$ cat src/design/tcu_pkg.sv
// Package: constants and types for the 8-bit timer/counter compare unit
package tcu_pkg;
   // ------------------------------------------------------------
   // Count limits
   // ------------------------------------------------------------
   localparam logic [7:0] TCU_BOTTOM = 8'h00;
   localparam logic [7:0] TCU_MAX = 8'hff;
   localparam logic [7:0] TCU_RESET_COUNT = 8'h00;
   localparam logic [7:0] TCU_RESET_COMPARE = 8'h00;
   // ------------------------------------------------------------
   // Tick source select
   // ------------------------------------------------------------
   localparam logic [2:0] TCU_SRC_NONE = 3'h0;
   localparam logic [2:0] TCU_SRC_DIRECT = 3'h1;
   localparam logic [2:0] TCU_SRC_DIV8 = 3'h2;
   localparam logic [2:0] TCU_SRC_DIV64 = 3'h3;
   localparam logic [2:0] TCU_SRC_DIV256 = 3'h4;
   localparam logic [2:0] TCU_SRC_DIV1024 = 3'h5;
   localparam logic [2:0] TCU_SRC_EXT_FALL = 3'h6;
   localparam logic [2:0] TCU_SRC_EXT_RISE = 3'h7;
   localparam logic [9:0] TCU_DIV8_MASK = 10'h007;
   localparam logic [9:0] TCU_DIV64_MASK = 10'h03f;
   localparam logic [9:0] TCU_DIV256_MASK = 10'h0ff;
   localparam logic [9:0] TCU_DIV1024_MASK = 10'h3ff;
   // ------------------------------------------------------------
   // Waveform modes
   // ------------------------------------------------------------
   localparam logic [2:0] TCU_WM_NORMAL = 3'h0;
   localparam logic [2:0] TCU_WM_PC_MAX = 3'h1;
   localparam logic [2:0] TCU_WM_CTC = 3'h2;
   localparam logic [2:0] TCU_WM_FAST_MAX = 3'h3;
   localparam logic [2:0] TCU_WM_PC_CMP = 3'h5;
   localparam logic [2:0] TCU_WM_FAST_CMP = 3'h7;
   // ------------------------------------------------------------
   // Output action modes
   // ------------------------------------------------------------
   localparam logic [1:0] TCU_OA_NONE = 2'h0;
   localparam logic [1:0] TCU_OA_TOGGLE = 2'h1;
   localparam logic [1:0] TCU_OA_CLEAR = 2'h2;
   localparam logic [1:0] TCU_OA_SET = 2'h3;
   localparam int TCU_CHANNELS = 2;

   // Control fields split across the two control registers
   typedef struct packed {
      logic [1:0] output_action_mode_a;
      logic [1:0] output_action_mode_b;
      logic waveform_mode_bit1;
      logic waveform_mode_bit0;
   } tcu_control_a_t;

   typedef struct packed {
      logic waveform_mode_bit2;
      logic [2:0] tick_source_select;
   } tcu_control_b_t;

   // CPU write port for one 8-bit register
   typedef struct packed {
      logic wr;
      logic [7:0] data;
   } tcu_wr_t;

   // Count direction state
   typedef enum logic {
      TCU_DIR_UP = 1'b0,
      TCU_DIR_DOWN = 1'b1
   } tcu_dir_t;
endpackage

$ cat src/design/tcu_timer8.sv
// Module: 8-bit timer/counter with two compare channels
// Operation
// - Three-bit tick source select; zero stops the counter.
// - Each tick clears, increments or decrements the counter per mode.
// - CPU can read and write count value any time.
// - CPU count write beats clear and count in the same cycle.
// - Mode is three bits: two in control A, one in control B.
// - Overflow flag set at mode dependent point; usable as interrupt.
// - Comparator matches count against both compare values continuously.
// - A match sets its channel flag on the following tick.
// - Enabled flag requests interrupt; flag clears when interrupt is taken.
// - Writing one to a flag clears it; zero leaves it.
// - Waveform output from match, mode, action bits, top and bottom.
// - Compare values double buffered in PWM modes only.
// - Buffered value moves to active register at top, in both fast and phase correct modes.
// - CPU compare access hits buffer when buffered, else active register.
// - Force strobe in non-PWM modes acts like match without flag.
// - Count write suppresses matches in the next tick, even stopped.
// - Output state holds across waveform mode changes.
// - Output action bits are unbuffered and act immediately.
// - Top indication at sequence maximum, bottom indication at zero.
// - Bottom recognised when count becomes 0x00.
// - Maximum recognised when count becomes 0xFF.
// - Top is 0xFF or compare value A, chosen by mode.
// - Reset clears each channel output state to zero.
`timescale 1ns/1ps
`default_nettype none
module tcu_timer8
   import tcu_pkg::*;
(
   input wire logic clock,
   input wire logic rst_n,
   input wire tcu_control_a_t control_a,
   input wire tcu_control_b_t control_b,
   input wire logic ext_tick,
   input wire tcu_wr_t count_wr,
   input wire tcu_wr_t compare_wr_a,
   input wire tcu_wr_t compare_wr_b,
   input wire logic [1:0] force_match_strobe,
   input wire logic [2:0] flag_clear_wr,
   input wire logic [2:0] irq_enable,
   input wire logic [2:0] irq_ack,
   output logic [7:0] count_value,
   output logic [7:0] compare_value_a,
   output logic [7:0] compare_value_b,
   output logic match_flag_a,
   output logic match_flag_b,
   output logic overflow_flag,
   output logic [2:0] irq_request,
   output logic wave_output_a,
   output logic wave_output_b,
   output logic count_down
);
   // ------------------------------------------------------------
   // Mode decode
   // ------------------------------------------------------------
   wire logic [2:0] waveform_mode = {control_b.waveform_mode_bit2,
      control_a.waveform_mode_bit1, control_a.waveform_mode_bit0};
   wire logic is_fast = (waveform_mode == TCU_WM_FAST_MAX) ||
      (waveform_mode == TCU_WM_FAST_CMP);
   wire logic is_pc = (waveform_mode == TCU_WM_PC_MAX) || (waveform_mode == TCU_WM_PC_CMP);
   wire logic is_pwm = is_fast || is_pc;
   wire logic top_is_cmp = (waveform_mode == TCU_WM_CTC) ||
      (waveform_mode == TCU_WM_PC_CMP) || (waveform_mode == TCU_WM_FAST_CMP);
   wire logic [1:0] action [TCU_CHANNELS];
   assign action[0] = control_a.output_action_mode_a;
   assign action[1] = control_a.output_action_mode_b;

   // ------------------------------------------------------------
   // Tick source and prescaler
   // ------------------------------------------------------------
   logic [9:0] presc_q;
   logic ext_q;
   logic tick;
   always_ff @(posedge clock) begin
      if (!rst_n) begin
         presc_q <= 10'h000;
         ext_q <= 1'b0;
      end else begin
         presc_q <= presc_q + 10'h001;
         ext_q <= ext_tick;
      end
   end
   always_comb begin
      case (control_b.tick_source_select)
         TCU_SRC_NONE: tick = 1'b0;
         TCU_SRC_DIRECT: tick = 1'b1;
         TCU_SRC_DIV8: tick = (presc_q & TCU_DIV8_MASK) == TCU_DIV8_MASK;
         TCU_SRC_DIV64: tick = (presc_q & TCU_DIV64_MASK) == TCU_DIV64_MASK;
         TCU_SRC_DIV256: tick = (presc_q & TCU_DIV256_MASK) == TCU_DIV256_MASK;
         TCU_SRC_DIV1024: tick = (presc_q & TCU_DIV1024_MASK) == TCU_DIV1024_MASK;
         TCU_SRC_EXT_FALL: tick = ext_q && !ext_tick;
         default: tick = !ext_q && ext_tick;
      endcase
   end

   // ------------------------------------------------------------
   // Counter unit
   // ------------------------------------------------------------
   logic [7:0] count_q;
   logic [7:0] active_q [TCU_CHANNELS];
   logic [7:0] buffer_q [TCU_CHANNELS];
   tcu_dir_t dir_q;
   logic block_q;
   wire logic [7:0] top_value = top_is_cmp ? active_q[0] : TCU_MAX;
   wire logic at_top = (count_q == top_value);
   wire logic at_bottom = (count_q == TCU_BOTTOM);
   wire logic at_max = (count_q == TCU_MAX);
   wire logic dir_down = is_pc && (dir_q == TCU_DIR_DOWN || at_top) && !at_bottom;
   logic [7:0] count_d;
   always_comb begin
      count_d = count_q;
      if (count_wr.wr) begin
         count_d = count_wr.data;
      end else if (tick) begin
         if (!is_pc && top_is_cmp && at_top) begin
            count_d = TCU_BOTTOM;
         end else if (is_fast && at_top) begin
            count_d = TCU_BOTTOM;
         end else if (dir_down) begin
            count_d = count_q - 8'h01;
         end else begin
            count_d = count_q + 8'h01;
         end
      end
   end
   always_ff @(posedge clock) begin
      if (!rst_n) begin
         count_q <= TCU_RESET_COUNT;
         dir_q <= TCU_DIR_UP;
      end else begin
         count_q <= count_d;
         if (tick && !count_wr.wr) begin
            dir_q <= dir_down ? TCU_DIR_DOWN : TCU_DIR_UP;
         end
         if (!is_pc) begin
            dir_q <= TCU_DIR_UP;
         end
      end
   end

   // Count write blocks matches through the next tick
   always_ff @(posedge clock) begin
      if (!rst_n) begin
         block_q <= 1'b0;
      end else if (count_wr.wr) begin
         block_q <= 1'b1;
      end else if (tick) begin
         block_q <= 1'b0;
      end
   end

   // ------------------------------------------------------------
   // Overflow flag
   // ------------------------------------------------------------
   wire logic ovf_event = tick && !count_wr.wr &&
      (is_pc ? at_bottom : (is_fast ? at_top : at_max));
   always_ff @(posedge clock) begin
      if (!rst_n) begin
         overflow_flag <= 1'b0;
      end else if (ovf_event) begin
         overflow_flag <= 1'b1;
      end else if (flag_clear_wr[2] || irq_ack[2]) begin
         overflow_flag <= 1'b0;
      end
   end

   // ------------------------------------------------------------
   // Compare channels
   // ------------------------------------------------------------
   logic [1:0] flag_q;
   logic [1:0] wave_q;
   wire tcu_wr_t cmp_wr [TCU_CHANNELS];
   assign cmp_wr[0] = compare_wr_a;
   assign cmp_wr[1] = compare_wr_b;
   wire logic update_point = is_fast ? (tick && at_top && !count_wr.wr) :
      (tick && at_bottom && !count_wr.wr);
   wire logic pc_update = is_pc && tick && at_top && !count_wr.wr;
   genvar ch;
   generate
      for (ch = 0; ch < TCU_CHANNELS; ch = ch + 1) begin : g_ch
         wire logic match = (count_q == active_q[ch]) && !block_q;
         wire logic match_tick = match && tick;
         wire logic forced = force_match_strobe[ch] && !is_pwm;
         wire logic upd = is_pwm && (is_pc ? pc_update : update_point);
         logic wave_d;
         always_comb begin
            wave_d = wave_q[ch];
            if ((match_tick && !is_pwm) || forced) begin
               case (action[ch])
                  TCU_OA_TOGGLE: wave_d = ~wave_q[ch];
                  TCU_OA_CLEAR: wave_d = 1'b0;
                  TCU_OA_SET: wave_d = 1'b1;
                  default: wave_d = wave_q[ch];
               endcase
            end else if (is_fast && action[ch][1]) begin
               if (match_tick) begin
                  wave_d = action[ch][0];
               end else if (tick && at_top && !count_wr.wr) begin
                  wave_d = ~action[ch][0];
               end
            end else if (is_pc && action[ch][1] && match_tick) begin
               wave_d = dir_down ? ~action[ch][0] : action[ch][0];
            end
         end
         always_ff @(posedge clock) begin
            if (!rst_n) begin
               active_q[ch] <= TCU_RESET_COMPARE;
               buffer_q[ch] <= TCU_RESET_COMPARE;
               flag_q[ch] <= 1'b0;
               wave_q[ch] <= 1'b0;
            end else begin
               wave_q[ch] <= wave_d;
               if (cmp_wr[ch].wr) begin
                  buffer_q[ch] <= cmp_wr[ch].data;
               end
               if (cmp_wr[ch].wr && !is_pwm) begin
                  active_q[ch] <= cmp_wr[ch].data;
               end else if (upd) begin
                  active_q[ch] <= buffer_q[ch];
               end
               if (match_tick) begin
                  flag_q[ch] <= 1'b1;
               end else if (flag_clear_wr[ch] || irq_ack[ch]) begin
                  flag_q[ch] <= 1'b0;
               end
            end
         end
      end
   endgenerate

   // ------------------------------------------------------------
   // Registered outputs
   // ------------------------------------------------------------
   always_ff @(posedge clock) begin
      if (!rst_n) begin
         count_value <= TCU_RESET_COUNT;
         compare_value_a <= TCU_RESET_COMPARE;
         compare_value_b <= TCU_RESET_COMPARE;
         match_flag_a <= 1'b0;
         match_flag_b <= 1'b0;
         irq_request <= 3'h0;
         wave_output_a <= 1'b0;
         wave_output_b <= 1'b0;
         count_down <= 1'b0;
      end else begin
         count_value <= count_d;
         compare_value_a <= is_pwm ? buffer_q[0] : active_q[0];
         compare_value_b <= is_pwm ? buffer_q[1] : active_q[1];
         match_flag_a <= flag_q[0];
         match_flag_b <= flag_q[1];
         irq_request <= {overflow_flag, flag_q} & irq_enable;
         wave_output_a <= wave_q[0];
         wave_output_b <= wave_q[1];
         count_down <= (dir_q == TCU_DIR_DOWN);
      end
   end

   // ------------------------------------------------------------
   // Checks
   // ------------------------------------------------------------
   AST_STOPPED_HOLDS: assert property (@(posedge clock) disable iff (!rst_n)
      (control_b.tick_source_select == TCU_SRC_NONE && !count_wr.wr) |=> $stable(count_q))
      else $error("count moved while stopped");
   AST_WRITE_WINS: assert property (@(posedge clock) disable iff (!rst_n)
      count_wr.wr |=> (count_q == $past(count_wr.data)))
      else $error("count write lost");
   AST_NORMAL_INC: assert property (@(posedge clock) disable iff (!rst_n)
      (tick && !count_wr.wr && waveform_mode == TCU_WM_NORMAL)
      |=> (count_q == $past(count_q) + 8'h01))
      else $error("normal mode did not increment");
   AST_FLAG_SET: assert property (@(posedge clock) disable iff (!rst_n)
      (tick && count_q == active_q[0] && !block_q) |=> flag_q[0])
      else $error("match flag a not set");
   AST_BLOCKED: assert property (@(posedge clock) disable iff (!rst_n)
      (block_q && tick && !flag_q[0]) |=> !flag_q[0])
      else $error("match not blocked after count write");
   AST_CLEAR_FLAG: assert property (@(posedge clock) disable iff (!rst_n)
      (flag_clear_wr[0] && !(tick && count_q == active_q[0] && !block_q)) |=> !flag_q[0])
      else $error("flag clear ignored");
   AST_OVF_NORMAL: assert property (@(posedge clock) disable iff (!rst_n)
      (tick && !count_wr.wr && waveform_mode == TCU_WM_NORMAL && at_max) |=> overflow_flag)
      else $error("overflow not set at wrap");
   AST_NO_BUF_PWM: assert property (@(posedge clock) disable iff (!rst_n)
      (is_pwm && cmp_wr[1].wr && !g_ch[1].upd) |=> $stable(active_q[1]))
      else $error("active compare written directly in pwm");
   AST_FORCE_NO_FLAG: assert property (@(posedge clock) disable iff (!rst_n)
      (force_match_strobe[1] && !is_pwm && action[1] == TCU_OA_SET && !flag_q[1] && !tick)
      |=> (wave_q[1] && !flag_q[1]))
      else $error("force strobe misbehaved");
   AST_CMP_TOP_CLEAR: assert property (@(posedge clock) disable iff (!rst_n)
      (tick && !count_wr.wr && top_is_cmp && !is_pc && at_top) |=> (count_q == TCU_BOTTOM))
      else $error("count not cleared at compare top");
   AST_MAX_TOP_CLEAR: assert property (@(posedge clock) disable iff (!rst_n)
      (tick && !count_wr.wr && waveform_mode == TCU_WM_FAST_MAX && at_max)
      |=> (count_q == TCU_BOTTOM))
      else $error("count not cleared at max top");
   AST_PC_DOWN: assert property (@(posedge clock) disable iff (!rst_n)
      (tick && !count_wr.wr && is_pc && dir_q == TCU_DIR_DOWN && !at_bottom)
      |=> (count_q == $past(count_q) - 8'h01))
      else $error("dual slope did not decrement");
   AST_PC_TURN: assert property (@(posedge clock) disable iff (!rst_n)
      (tick && !count_wr.wr && is_pc && at_top && !at_bottom) |=> (dir_q == TCU_DIR_DOWN))
      else $error("dual slope did not turn at top");
   AST_OVF_FAST: assert property (@(posedge clock) disable iff (!rst_n)
      (tick && !count_wr.wr && is_fast && at_top) |=> overflow_flag)
      else $error("overflow not set at fast top");
   AST_BUF_LOAD: assert property (@(posedge clock) disable iff (!rst_n)
      g_ch[1].upd |=> (active_q[1] == $past(buffer_q[1])))
      else $error("buffered compare not loaded");
   AST_DIRECT_WR: assert property (@(posedge clock) disable iff (!rst_n)
      (!is_pwm && cmp_wr[0].wr) |=> (active_q[0] == $past(cmp_wr[0].data)))
      else $error("direct compare write lost");
   AST_FORCE_PWM_IGNORED: assert property (@(posedge clock) disable iff (!rst_n)
      (is_pwm && force_match_strobe[0] && !tick) |=> $stable(wave_q[0]))
      else $error("force acted in pwm mode");
   AST_WAVE_IDLE: assert property (@(posedge clock) disable iff (!rst_n)
      (!tick && force_match_strobe == 2'h0) |=> $stable(wave_q))
      else $error("output state moved without event");
   AST_WAVE_RESET: assert property (@(posedge clock)
      !rst_n |=> (wave_q == 2'h0))
      else $error("output state not cleared by reset");
   AST_IRQ_REQ: assert property (@(posedge clock) disable iff (!rst_n)
      (flag_q[1] && irq_enable[1]) |=> irq_request[1])
      else $error("enabled flag gave no request");
   AST_ACK_CLEAR: assert property (@(posedge clock) disable iff (!rst_n)
      (irq_ack[1] && !g_ch[1].match_tick) |=> !flag_q[1])
      else $error("interrupt taken did not clear flag");
   AST_FLAG_B_SET: assert property (@(posedge clock) disable iff (!rst_n)
      (tick && count_q == active_q[1] && !block_q) |=> flag_q[1])
      else $error("match flag b not set");
   AST_BLOCK_SET: assert property (@(posedge clock) disable iff (!rst_n)
      count_wr.wr |=> block_q)
      else $error("count write did not arm blocking");
   AST_OVF_CLEAR: assert property (@(posedge clock) disable iff (!rst_n)
      (flag_clear_wr[2] && !ovf_event) |=> !overflow_flag)
      else $error("overflow clear ignored");
   AST_FORCE_KEEPS_COUNT: assert property (@(posedge clock) disable iff (!rst_n)
      (force_match_strobe != 2'h0 && !tick && !count_wr.wr) |=> $stable(count_q))
      else $error("force strobe moved the count");
   AST_COUNT_VISIBLE: assert property (@(posedge clock) disable iff (!rst_n)
      (count_value == count_q))
      else $error("count readback differs from counter");
endmodule
`default_nettype wire

$ cat config.mk
export PLATFORM = sky130hd
export DESIGN_NAME = tcu_timer8
export DESIGN_NICKNAME = d
export VERILOG_FILES = /design/src/design/tcu_pkg.sv /design/src/design/tcu_timer8.sv
export SDC_FILE = /design/constraint.sdc
export NUM_CORES = 1
export LEC_CHECK = 0
export ABC_AREA = 1
export BUFFER_PORTS_ARGS = -buffer_cell sky130_fd_sc_hd__buf_2
export CORE_UTILIZATION = 53
export CTS_BUF_LIST = sky130_fd_sc_hd__clkbuf_8
export DETAILED_ROUTE_END_ITERATION = 7
export GPL_TIMING_DRIVEN = 0
export PLACE_DENSITY_LB_ADDON = 0.05
export SYNTH_ARGS = -nofsm -noshare
export SYNTH_HDL_FRONTEND = slang
export SYNTH_SLANG_ARGS = --single-unit
$ cat constraint.sdc
create_clock -name clock -period 5 [get_ports clock]
set_input_delay 0.25 -clock clock [delete_from_list [all_inputs] [get_ports clock]]
set_output_delay 0.25 -clock clock [all_outputs]
set_load 0.005 [all_outputs]
==> results of run 1 <==
==> cells by family (layout without fill, tap and decap cells) <==
group	after synthesis	in the layout	share of synthesized area [%]
flops	82	82	47.4
fa+ha+maj	10	10	3.20
compound gates	108	108	14.1
xor+xnor	5	5	1.06
buf+inv	111	209	10.4
simple gates	226	226	23.8
==> flip-flops by register name (all words and copies together) (netlist names) <==
| name | cells |
|---|---|
| flag_q | 2 |
| wave_q | 2 |
| wave_output_b | 1 |
| wave_output_a | 1 |
| overflow_flag | 1 |
| count_down | 1 |
| match_flag_a | 1 |
| dir_q | 1 |
| compare_value_b | 8 |
| active_q | 16 |
| presc_q | 10 |
| compare_value_a | 8 |
| irq_request | 3 |
| count_value | 8 |
| block_q | 1 |
| match_flag_b | 1 |
| ext_q | 1 |
| buffer_q | 16 |
==> power groups by stage <==
| stage | Clock [mW] | Combinational (mW) | Sequential [mW] |
|---|---|---|---|
| 2_1_floorplan | 0 | 0.115 | 0.770 |
| 3_3_place_gp | 0 | 0.181 | 0.774 |
| 3_5_place_dp | 0 | 0.185 | 0.774 |
| 4_1_cts | 0.580 | 0.187 | 0.759 |
| 5_1_grt | 0.608 | 0.213 | 0.765 |
| 6_report | 0.575 | 0.188 | 0.760 |
==> metal layers <==
layer | vias to the layer above | global-route usage, % | part of all wire [%]
met4 | 0 | 12.4 | 2.0
met5 | - | 0 | 0
met3 | 22 | 6.14 | 7.0
li1 | 1934 | - | -
met2 | 138 | 41.1 | 47
met1 | 1748 | 30.5 | 44
==> path summary, 6_finish.rpt <==
check	startpoint	endpoint	slack [ps]	depth (start not counted)
max	count_value[4]	count_value[6]	1760	19
min reg2reg	wave_q[1]	wave_output_b	450	2
min	ext_tick	ext_q	90	3
max reg2reg	count_value[4]	count_value[6]	1760	19
==> placed cells by master, fill, tap and decap left out, types with 2 or more instances in the layout <==
cell type / synthesis / routed
o21ai_0: 51 / 51
inv_1: 94 / 94
clkbuf_1: 8 / 8
dfxtp_1: 50 / 50
buf_2: 2 / 85
nand4_1: 3 / 3
nand3b_1: 2 / 2
clkbuf_8: 0 / 9
nand2_2: 4 / 4
nor2_4: 2 / 2
ha_1: 9 / 9
nand3_2: 3 / 3
or2_2: 4 / 4
nor2_1: 59 / 59
xnor2_1: 4 / 4
a21oi_2: 4 / 4
bufinv_16: 0 / 3
inv_2: 3 / 3
edfxtp_1: 32 / 32
nand2_1: 111 / 111
o211ai_1: 2 / 2
a21oi_1: 37 / 37
o22ai_1: 9 / 9
nand3_1: 32 / 32
==> cell type report <==
class,instances,area [um^2]
clock buffer,9,124
tap,99,124
fill,655,2490
clock inverter,6,115
inverter,98,368
timing repair buffer,83,415
buffer,13,62.6
sequential,82,1960
multi-input combinational,349,1750
==> worst max-delay path, cell delays in order (launching register included) <==
cell     delay [ps]
dfxtp_1         560
inv_1           190
nand2_1         120
nand3_1          70
nor2_1          140
nand3_2         130
o21ai_2         210
nand2_2         130
inv_1           230
ha_1            320
nand2_1          80
inv_1            50
o21ai_0         220
nand2_1          80
nand2_1          80
nand2_1          60
a21oi_1         150
xnor2_1         100
a21oi_2         130
nor2_1           40
==> metrics by stage <==
stage | total power [mW] | hold slack (ps)
after CTS | 1.53 | 76.7
after global routing | 1.59 | 78.4
after global placement | 0.955 | 417
after floorplan | 0.885 | 343
after detailed placement | 0.960 | 425
final | 1.52 | 89.5
==> metrics, run 1 <==
DR pass1 iterations 5; die outline width 90.4 um; Post-Syn Instances 542; routed vias 3842; root buf cell clkbuf_8; Slew Limit Fails 0; Worst-path clk slew 90 ps; vias in the first global route 3696; fin cells 739; # diodes 0; Final Setup Violations 0; Synth Register Bits 82; Crit. End Element register; Synthesized Nets 603; post-CTS setup buffers 0; CTS tree built; grt ovf 0; PortBufs 83; Ys Warns 0; number of remaining DRC errors 0; switching share of total power 25.2%; Setup Skew 10.3 ps; worst-path fanout max 7; Final Worst Setup Slack 1760 ps; Yosys top cell area share 24.2%; Die Y 90.4 um; Tcrit/Tclk final 64.8%; Final Hold Vio Count 0; Yosys cell types 39; RePlAce Congestion 0.891; RSZ-0062 raised after global routing no; setup TNS 0 ps; Placement Setup Slack 1870 ps; power per cell area 310 nW/um^2; internal power 1.14 mW; Post-DP HPWL 7170 um; WS Path Type register to register; IO Count 84; initial core utilization 55.9%; Critical Path RT 5230 ps; DR iter-0 viols 226; Cell Rows 31; mapped cell area 4140 um^2; Psw 384 uW; Core Region 7410 um^2; routed vias/inst 5.20; Post-synth top cells nand2_1 (111), inv_1 (94), nor2_1 (59), o21ai_0 (51), dfxtp_1 (50); placed cell area 4680 um^2; status completed; clock sinks 82; post_cts resized 0; Clock Power Share 37.8%; final wirelength 9720 um; max_cap viols 0; Num CTS Buffers 9; share of power burned in registers 49.9%; post-route cell area 4920 um^2; Worst slew margin 50.1%; first-pass GRT wire length 16000 um; Leakage 2.46 nW; WP data arrival 3470 ps; startpoint types register; worst-margin pin slew 745 ps; count leader, synth nand2_1; initial antenna violation count 0; wire length per cell 13.2 um; mean post-synth cell area 7.64 um^2; Combinational Power Share 12.3%; die area 8170 um^2; top achievable clock speed 309 MHz; Final #Nets 697; Syn-to-layout area delta 18.8%; Placed Cells 724; Tightest Hold Check Type input port to register; register area share after synthesis 47.4%; Synth area leader dfxtp_1; share of cells above drive strength 1 19.7%; cts hold-fix bufs 0; maximum buffer depth of the clock tree 2; GR Util All Layers 25.0%; synth top area cells dfxtp_1 (24%), edfxtp_1 (23%), nand2_1 (10%), inv_1 (8.5%), o21ai_0 (6.2%); FFs w/ async S/R, synth 0%; min Tclk post-route 3240 ps; Most used DFF post-synth dfxtp_1; antenna viol nets, final 0; post-layout util 66.4%; number of synthesized flops with an enable pin 32; VDD IR max 0.216 mV; CTS HTree Levels 3; worst skew pair latency 360 ps; largest net degree at the start of global routing 15
Power figures use the tool's default switching activity.
==> inputs of run 2 (changes only) <==
CORE_UTILIZATION = 51   (was 53)
clock period = 2.85 ns   (was 5 ns; I/O delays follow)
==> metrics, run 2 (same netlist as run 1, synthesis figures left out) <==
RePlAce Congestion 0.942 (+5.7%); FF-to-FF path depth 18 (-1); clock sinks 82 (unchanged); Final #Nets 707 (+1.4%); CP max stage delay 380 ps (-180 ps); post-route cell area 5060 um^2 (+3.0%); number of remaining DRC errors 0 (unchanged); initial core utilization 53.0% (-2.9 points); largest net degree at the start of global routing 15 (unchanged); Syn-to-layout area delta 22.3%; total power 2.70 mW (+77%); Die Y 92.1 um (+1.9%); die outline width 92.1 um (+1.9%); Num CTS Buffers 9 (unchanged); Leakage 2.52 nW (+2.8%); IO Count 84 (unchanged); Tcrit/Tclk final 92.8% (+28 points); first-pass GRT wire length 15900 um (-0.65%); Critical Path RT 3080 ps (-2150 ps); post-layout util 64.8% (-1.5 points); Post-DP HPWL 7260 um (+1.3%); vias in the first global route 3471 (-6.1%); WS Path Type register to register; most frequent cells in the layout nand2_1 (110), inv_1 (93), buf_2 (84); WHS 21.2 ps (-68.3 ps); cell-by-cell trace of the critical path clkbuf_4 > o21ai_0 > nor2_1 > nand3_2 > o21ai_4 > nand2_4 > inv_6 > fa_1 > nand2_1 > inv_1 > o21ai_2 > nand2_1 > nand2_1 > nand2_1 > a21oi_2 > xnor2_1 > a21oi_2 > nor2_1; worst-margin pin slew 788 ps (+43.5 ps); wire length per cell 13.3 um (+1.3%); VDD IR max 0.298 mV (+38%); Worst slew margin 47.2% (-2.9 points); Placed Cells 727 (+0.41%); routed vias/inst 5.12 (-1.6%); Top delay family on crit path compound AO/OA/AOI/OAI gates; WP data arrival 2870 ps (-600 ps); WP buf/inv 3 (unchanged); power per cell area 533 nW/um^2 (+72%); status completed; maximum buffer depth of the clock tree 2 (unchanged); worst skew pair latency 360 ps (about the same); die area 8480 um^2 (+3.8%); most used cell, CP nand2_1; initial antenna violation count 0 (unchanged); placed cell area 4680 um^2 (about the same); Largest regs active_q (16), buffer_q (16), presc_q (10); Final Worst Setup Slack 206 ps (-1550 ps); DR iter-0 viols 159 (-30%); share of cells above drive strength 1 22.4% (+2.7 points); Tightest Hold Check Type input port to register; Slew Limit Fails 0 (unchanged); # diodes 0 (unchanged); fin cells 753 (+1.9%); CTS HTree Levels 3 (unchanged); CTS tree built; root buf cell clkbuf_8; Core Region 7810 um^2 (+5.4%); Final Setup Violations 0 (unchanged); Slowest-stage cell, CP fa_1; routed vias 3854 (+0.31%); Cell Rows 32 (+3.2%); DR pass1 iterations 5 (unchanged); grt ovf 0 (unchanged); most common cell after layout, fill and taps aside nand2_1; PortBufs 83 (unchanged); hold depth 3 (unchanged); Final Hold Vio Count 0 (unchanged); Setup Skew 17.7 ps (+7.37 ps); antenna viol nets, final 0 (unchanged); final wirelength 10000 um (+3.2%); Crit. End Element register; Worst-path clk slew 80 ps (about the same); startpoint types register; GR Util All Layers 24.1% (-0.82 points); CP Depth 18 (-1); setup TNS 0 ps (unchanged); top achievable clock speed 378 MHz (+23%); worst-path fanout max 7 (unchanged); min Tclk post-route 2640 ps (-597 ps); Placement Setup Slack -304 ps (-2170 ps); max_cap viols 0 (unchanged)
## run 2: routing by layer
metal	up-vias	wire length [um]	track usage (%)
li1	1951	-	-
met1	1739	4550	31.1
met2	150	4730	40.6
met3	14	641	4.81
met4	0	120	7.68
met5	-	0	0
## run 2: path summary, 6_finish.rpt
check                                    start             end  slack [ps]
worst max register to register  count_value[7]  count_value[6]         210
worst max-delay path            count_value[7]  count_value[6]         210
worst min-delay path             irq_enable[2]  irq_request[2]          20
worst min register to register           dir_q      count_down         440
## run 2: layout make-up
cell class	count	area (um^2)
fill	717	2750
multi-input combinational	349	1780
tap	102	128
sequential	82	1970
inverter	98	373
clock inverter	7	116
clock buffer	9	124
timing repair buffer	93	498
buffer	13	65.1
## run 2: repair_timing
action                                  4_1_cts  5_1_grt
hold buffers                                  3        0
resized for setup                            11       11
endpoints found under the setup margin        3        3
pin swaps                                     0        5
endpoints found under the hold margin         3        0
buffers inserted                              0        7
## run 2: power breakdown
part	leakage (nW)	total, mW	switching [mW]	internal [mW]
combinational	1.65	0.343	0.210	0.133
sequential	0.748	1.33	0.0417	1.29
clock	0.125	1.02	0.438	0.584
## run 2: tightest hold or removal path: stages
cell	delay (ps)
buf_2	80
nand2_1	50
nor2_1	70
==> inputs of run 3 (changes only) <==
SETUP_SLACK_MARGIN = 0.5   (was not set)
==> metrics, run 3 (same netlist as run 1, synthesis figures left out) <==
status completed; Tcrit/Tclk final 88.9% (-3.8 points); # diodes 0 (unchanged); R2R Setup Slk 320 ps (+110 ps); worst-margin pin slew 691 ps (-97.4 ps); routed vias/inst 5.19 (+1.3%); Core Region 7810 um^2 (unchanged); initial antenna violation count 0 (unchanged); initial core utilization 53.0% (unchanged); post-route cell area 5280 um^2 (+4.3%); DR pass1 iterations 5 (unchanged); root buf cell clkbuf_8; reg-to-reg endpoint count_value[6]; Tightest Hold Check Type input port to register; worst-path fanout max 6 (-1); hold path start irq_enable[1]; Cell Rows 32 (unchanged); post-layout util 67.6% (+2.8 points); first-pass GRT wire length 16500 um (+3.8%); Combinational Power Share 15.1% (+2.4 points); most frequent cells in the layout nand2_1 (106), inv_1 (90), buf_2 (83); wire length per cell 13.7 um (+2.5%); min Tclk post-route 2530 ps (-110 ps); share of cells above drive strength 1 27.9% (+5.5 points); CTS tree built; die area 8480 um^2 (unchanged); Setup crit start active_q[0][3]; power per cell area 468 nW/um^2 (-12%); Worst Hold Endpoint irq_request[1]; Clock Power Share 31.0% (-6.9 points); max_cap viols 0 (unchanged); total power 2.47 mW (-8.4%); Num CTS Buffers 9 (unchanged); multi-input logic area 1870 um^2 (+4.8%); RePlAce Congestion 0.930 (-1.3%); Setup Skew 11.0 ps (-6.65 ps); fin cells 775 (+2.9%); DR iter-0 viols 256 (+61%); internal power 1.78 mW (-12%); die outline width 92.1 um (unchanged); VDD IR max 0.364 mV (+22%); IO Count 84 (unchanged); hold depth 3 (unchanged); CTS HTree Levels 3 (unchanged); switching share of total power 28.1% (+2.6 points); Final Hold Vio Count 0 (unchanged); Final Setup Violations 0 (unchanged); final wirelength 10600 um (+5.5%); Syn-to-layout area delta 27.6%; Placed Cells 727 (unchanged); r2r startpoint active_q[0][3]; placed cell area 4730 um^2 (+1.0%); FF-to-FF path depth 21 (+3); WS Path Type register to register; Placement Setup Slack 130 ps (+434 ps); Final #Nets 729 (+3.1%); maximum buffer depth of the clock tree 2 (unchanged); PortBufs 83 (unchanged); GR Util All Layers 25.3% (+1.2 points); Psw 694 uW (+0.74%); Worst slew margin 53.9% (+6.7 points); most common cell after layout, fill and taps aside nand2_1; setup TNS 0 ps (unchanged); Critical Path RT 3070 ps (about the same); Die Y 92.1 um (unchanged); RSZ-0062 raised after global routing yes; top achievable clock speed 395 MHz (+4.3%); worst skew pair latency 360 ps (about the same); WP data arrival 2760 ps (-110 ps); startpoint types register; grt ovf 0 (unchanged); WHS 8.39 ps (-12.8 ps); largest net degree at the start of global routing 15 (unchanged); vias in the first global route 3745 (+7.9%); Reg area 1980 um^2 (+0.51%); share of power burned in registers 53.9% (+4.5 points); Worst-path clk slew 80 ps (about the same); Largest regs active_q (16), buffer_q (16), presc_q (10); number of remaining DRC errors 0 (unchanged); Leakage 2.60 nW (+3.0%); clock sinks 82 (unchanged); fill count 713 (-0.56%); Post-DP HPWL 7400 um (+1.9%); Crit. End Element register; Slew Limit Fails 0 (unchanged); routed vias 4020 (+4.3%); Final Worst Setup Slack 316 ps (+110 ps); antenna viol nets, final 0 (unchanged)
## run 3: cell count changes in the layout (fill, tap and decap cells not counted), sizes merged
cell	delta
inv	-3
clkinvlp	+1
clkinv	+4
buf	+23
bufinv	-3
## run 3: repair_timing
item | CTS | global route
hold buffers | 3 | 0
resized for setup | 21 | 16
pin swaps | 19 | 17
endpoints found under the hold margin | 3 | 0
endpoints found under the setup margin | 21 | 13
cloned | 0 | 0
buffers inserted | 16 | 13
## run 3: area by class of cell
type / count / area share [%]
well taps: 102 / 2.42
repair buffers: 115 / 12.8
flip-flops and latches: 82 / 37.6
inverters: 98 / 7.06
multi-input cells: 349 / 35.4
clock inverters: 6 / 0.663
clock buffers: 10 / 2.61
plain buffers: 13 / 1.42
## run 3: critical path, stage by stage, from the launching register on
cell and delay, ps:
edfxtp_1 470, inv_1 80, nand2_1 60, nand2_1 60
nor2_1 40, nand2_1 60, nand2_1 60, nand2_2 90
o21ai_2 70, nand2_2 90, clkinv_4 100, fa_2 380
nand2_2 70, inv_2 40, o21ai_2 120, nand2_1 60
nand2_1 80, nand2_1 70, a21oi_2 140, xnor2_1 90
a21oi_2 120, nor2_1 50
## run 3: worst max-delay path by stage
stage	to	depth (start not counted)
floorplan	count_value[6]	21
global placement	count_value[6]	20
detailed placement	count_value[6]	20
CTS	count_value[6]	21
global route	count_value[6]	21
finish	count_value[6]	21
## run 3: power by group through the flow
stage	Clock, mW	Sequential, mW	Combinational [mW]
final	0.766	1.33	0.372
after detailed placement	0	1.36	0.333
after global placement	0	1.36	0.324
after global routing	0.808	1.34	0.415
after CTS	0.771	1.33	0.359
after floorplan	0	1.35	0.206
## run 3: per-layer routing
layer	share of wire [%]	global-route usage (%)	vias up
met1	44	31.5	1831
li1	-	-	2006
met4	2.3	12.5	0
met3	6.2	3.65	21
met5	0	0	-
met2	47	42.9	162
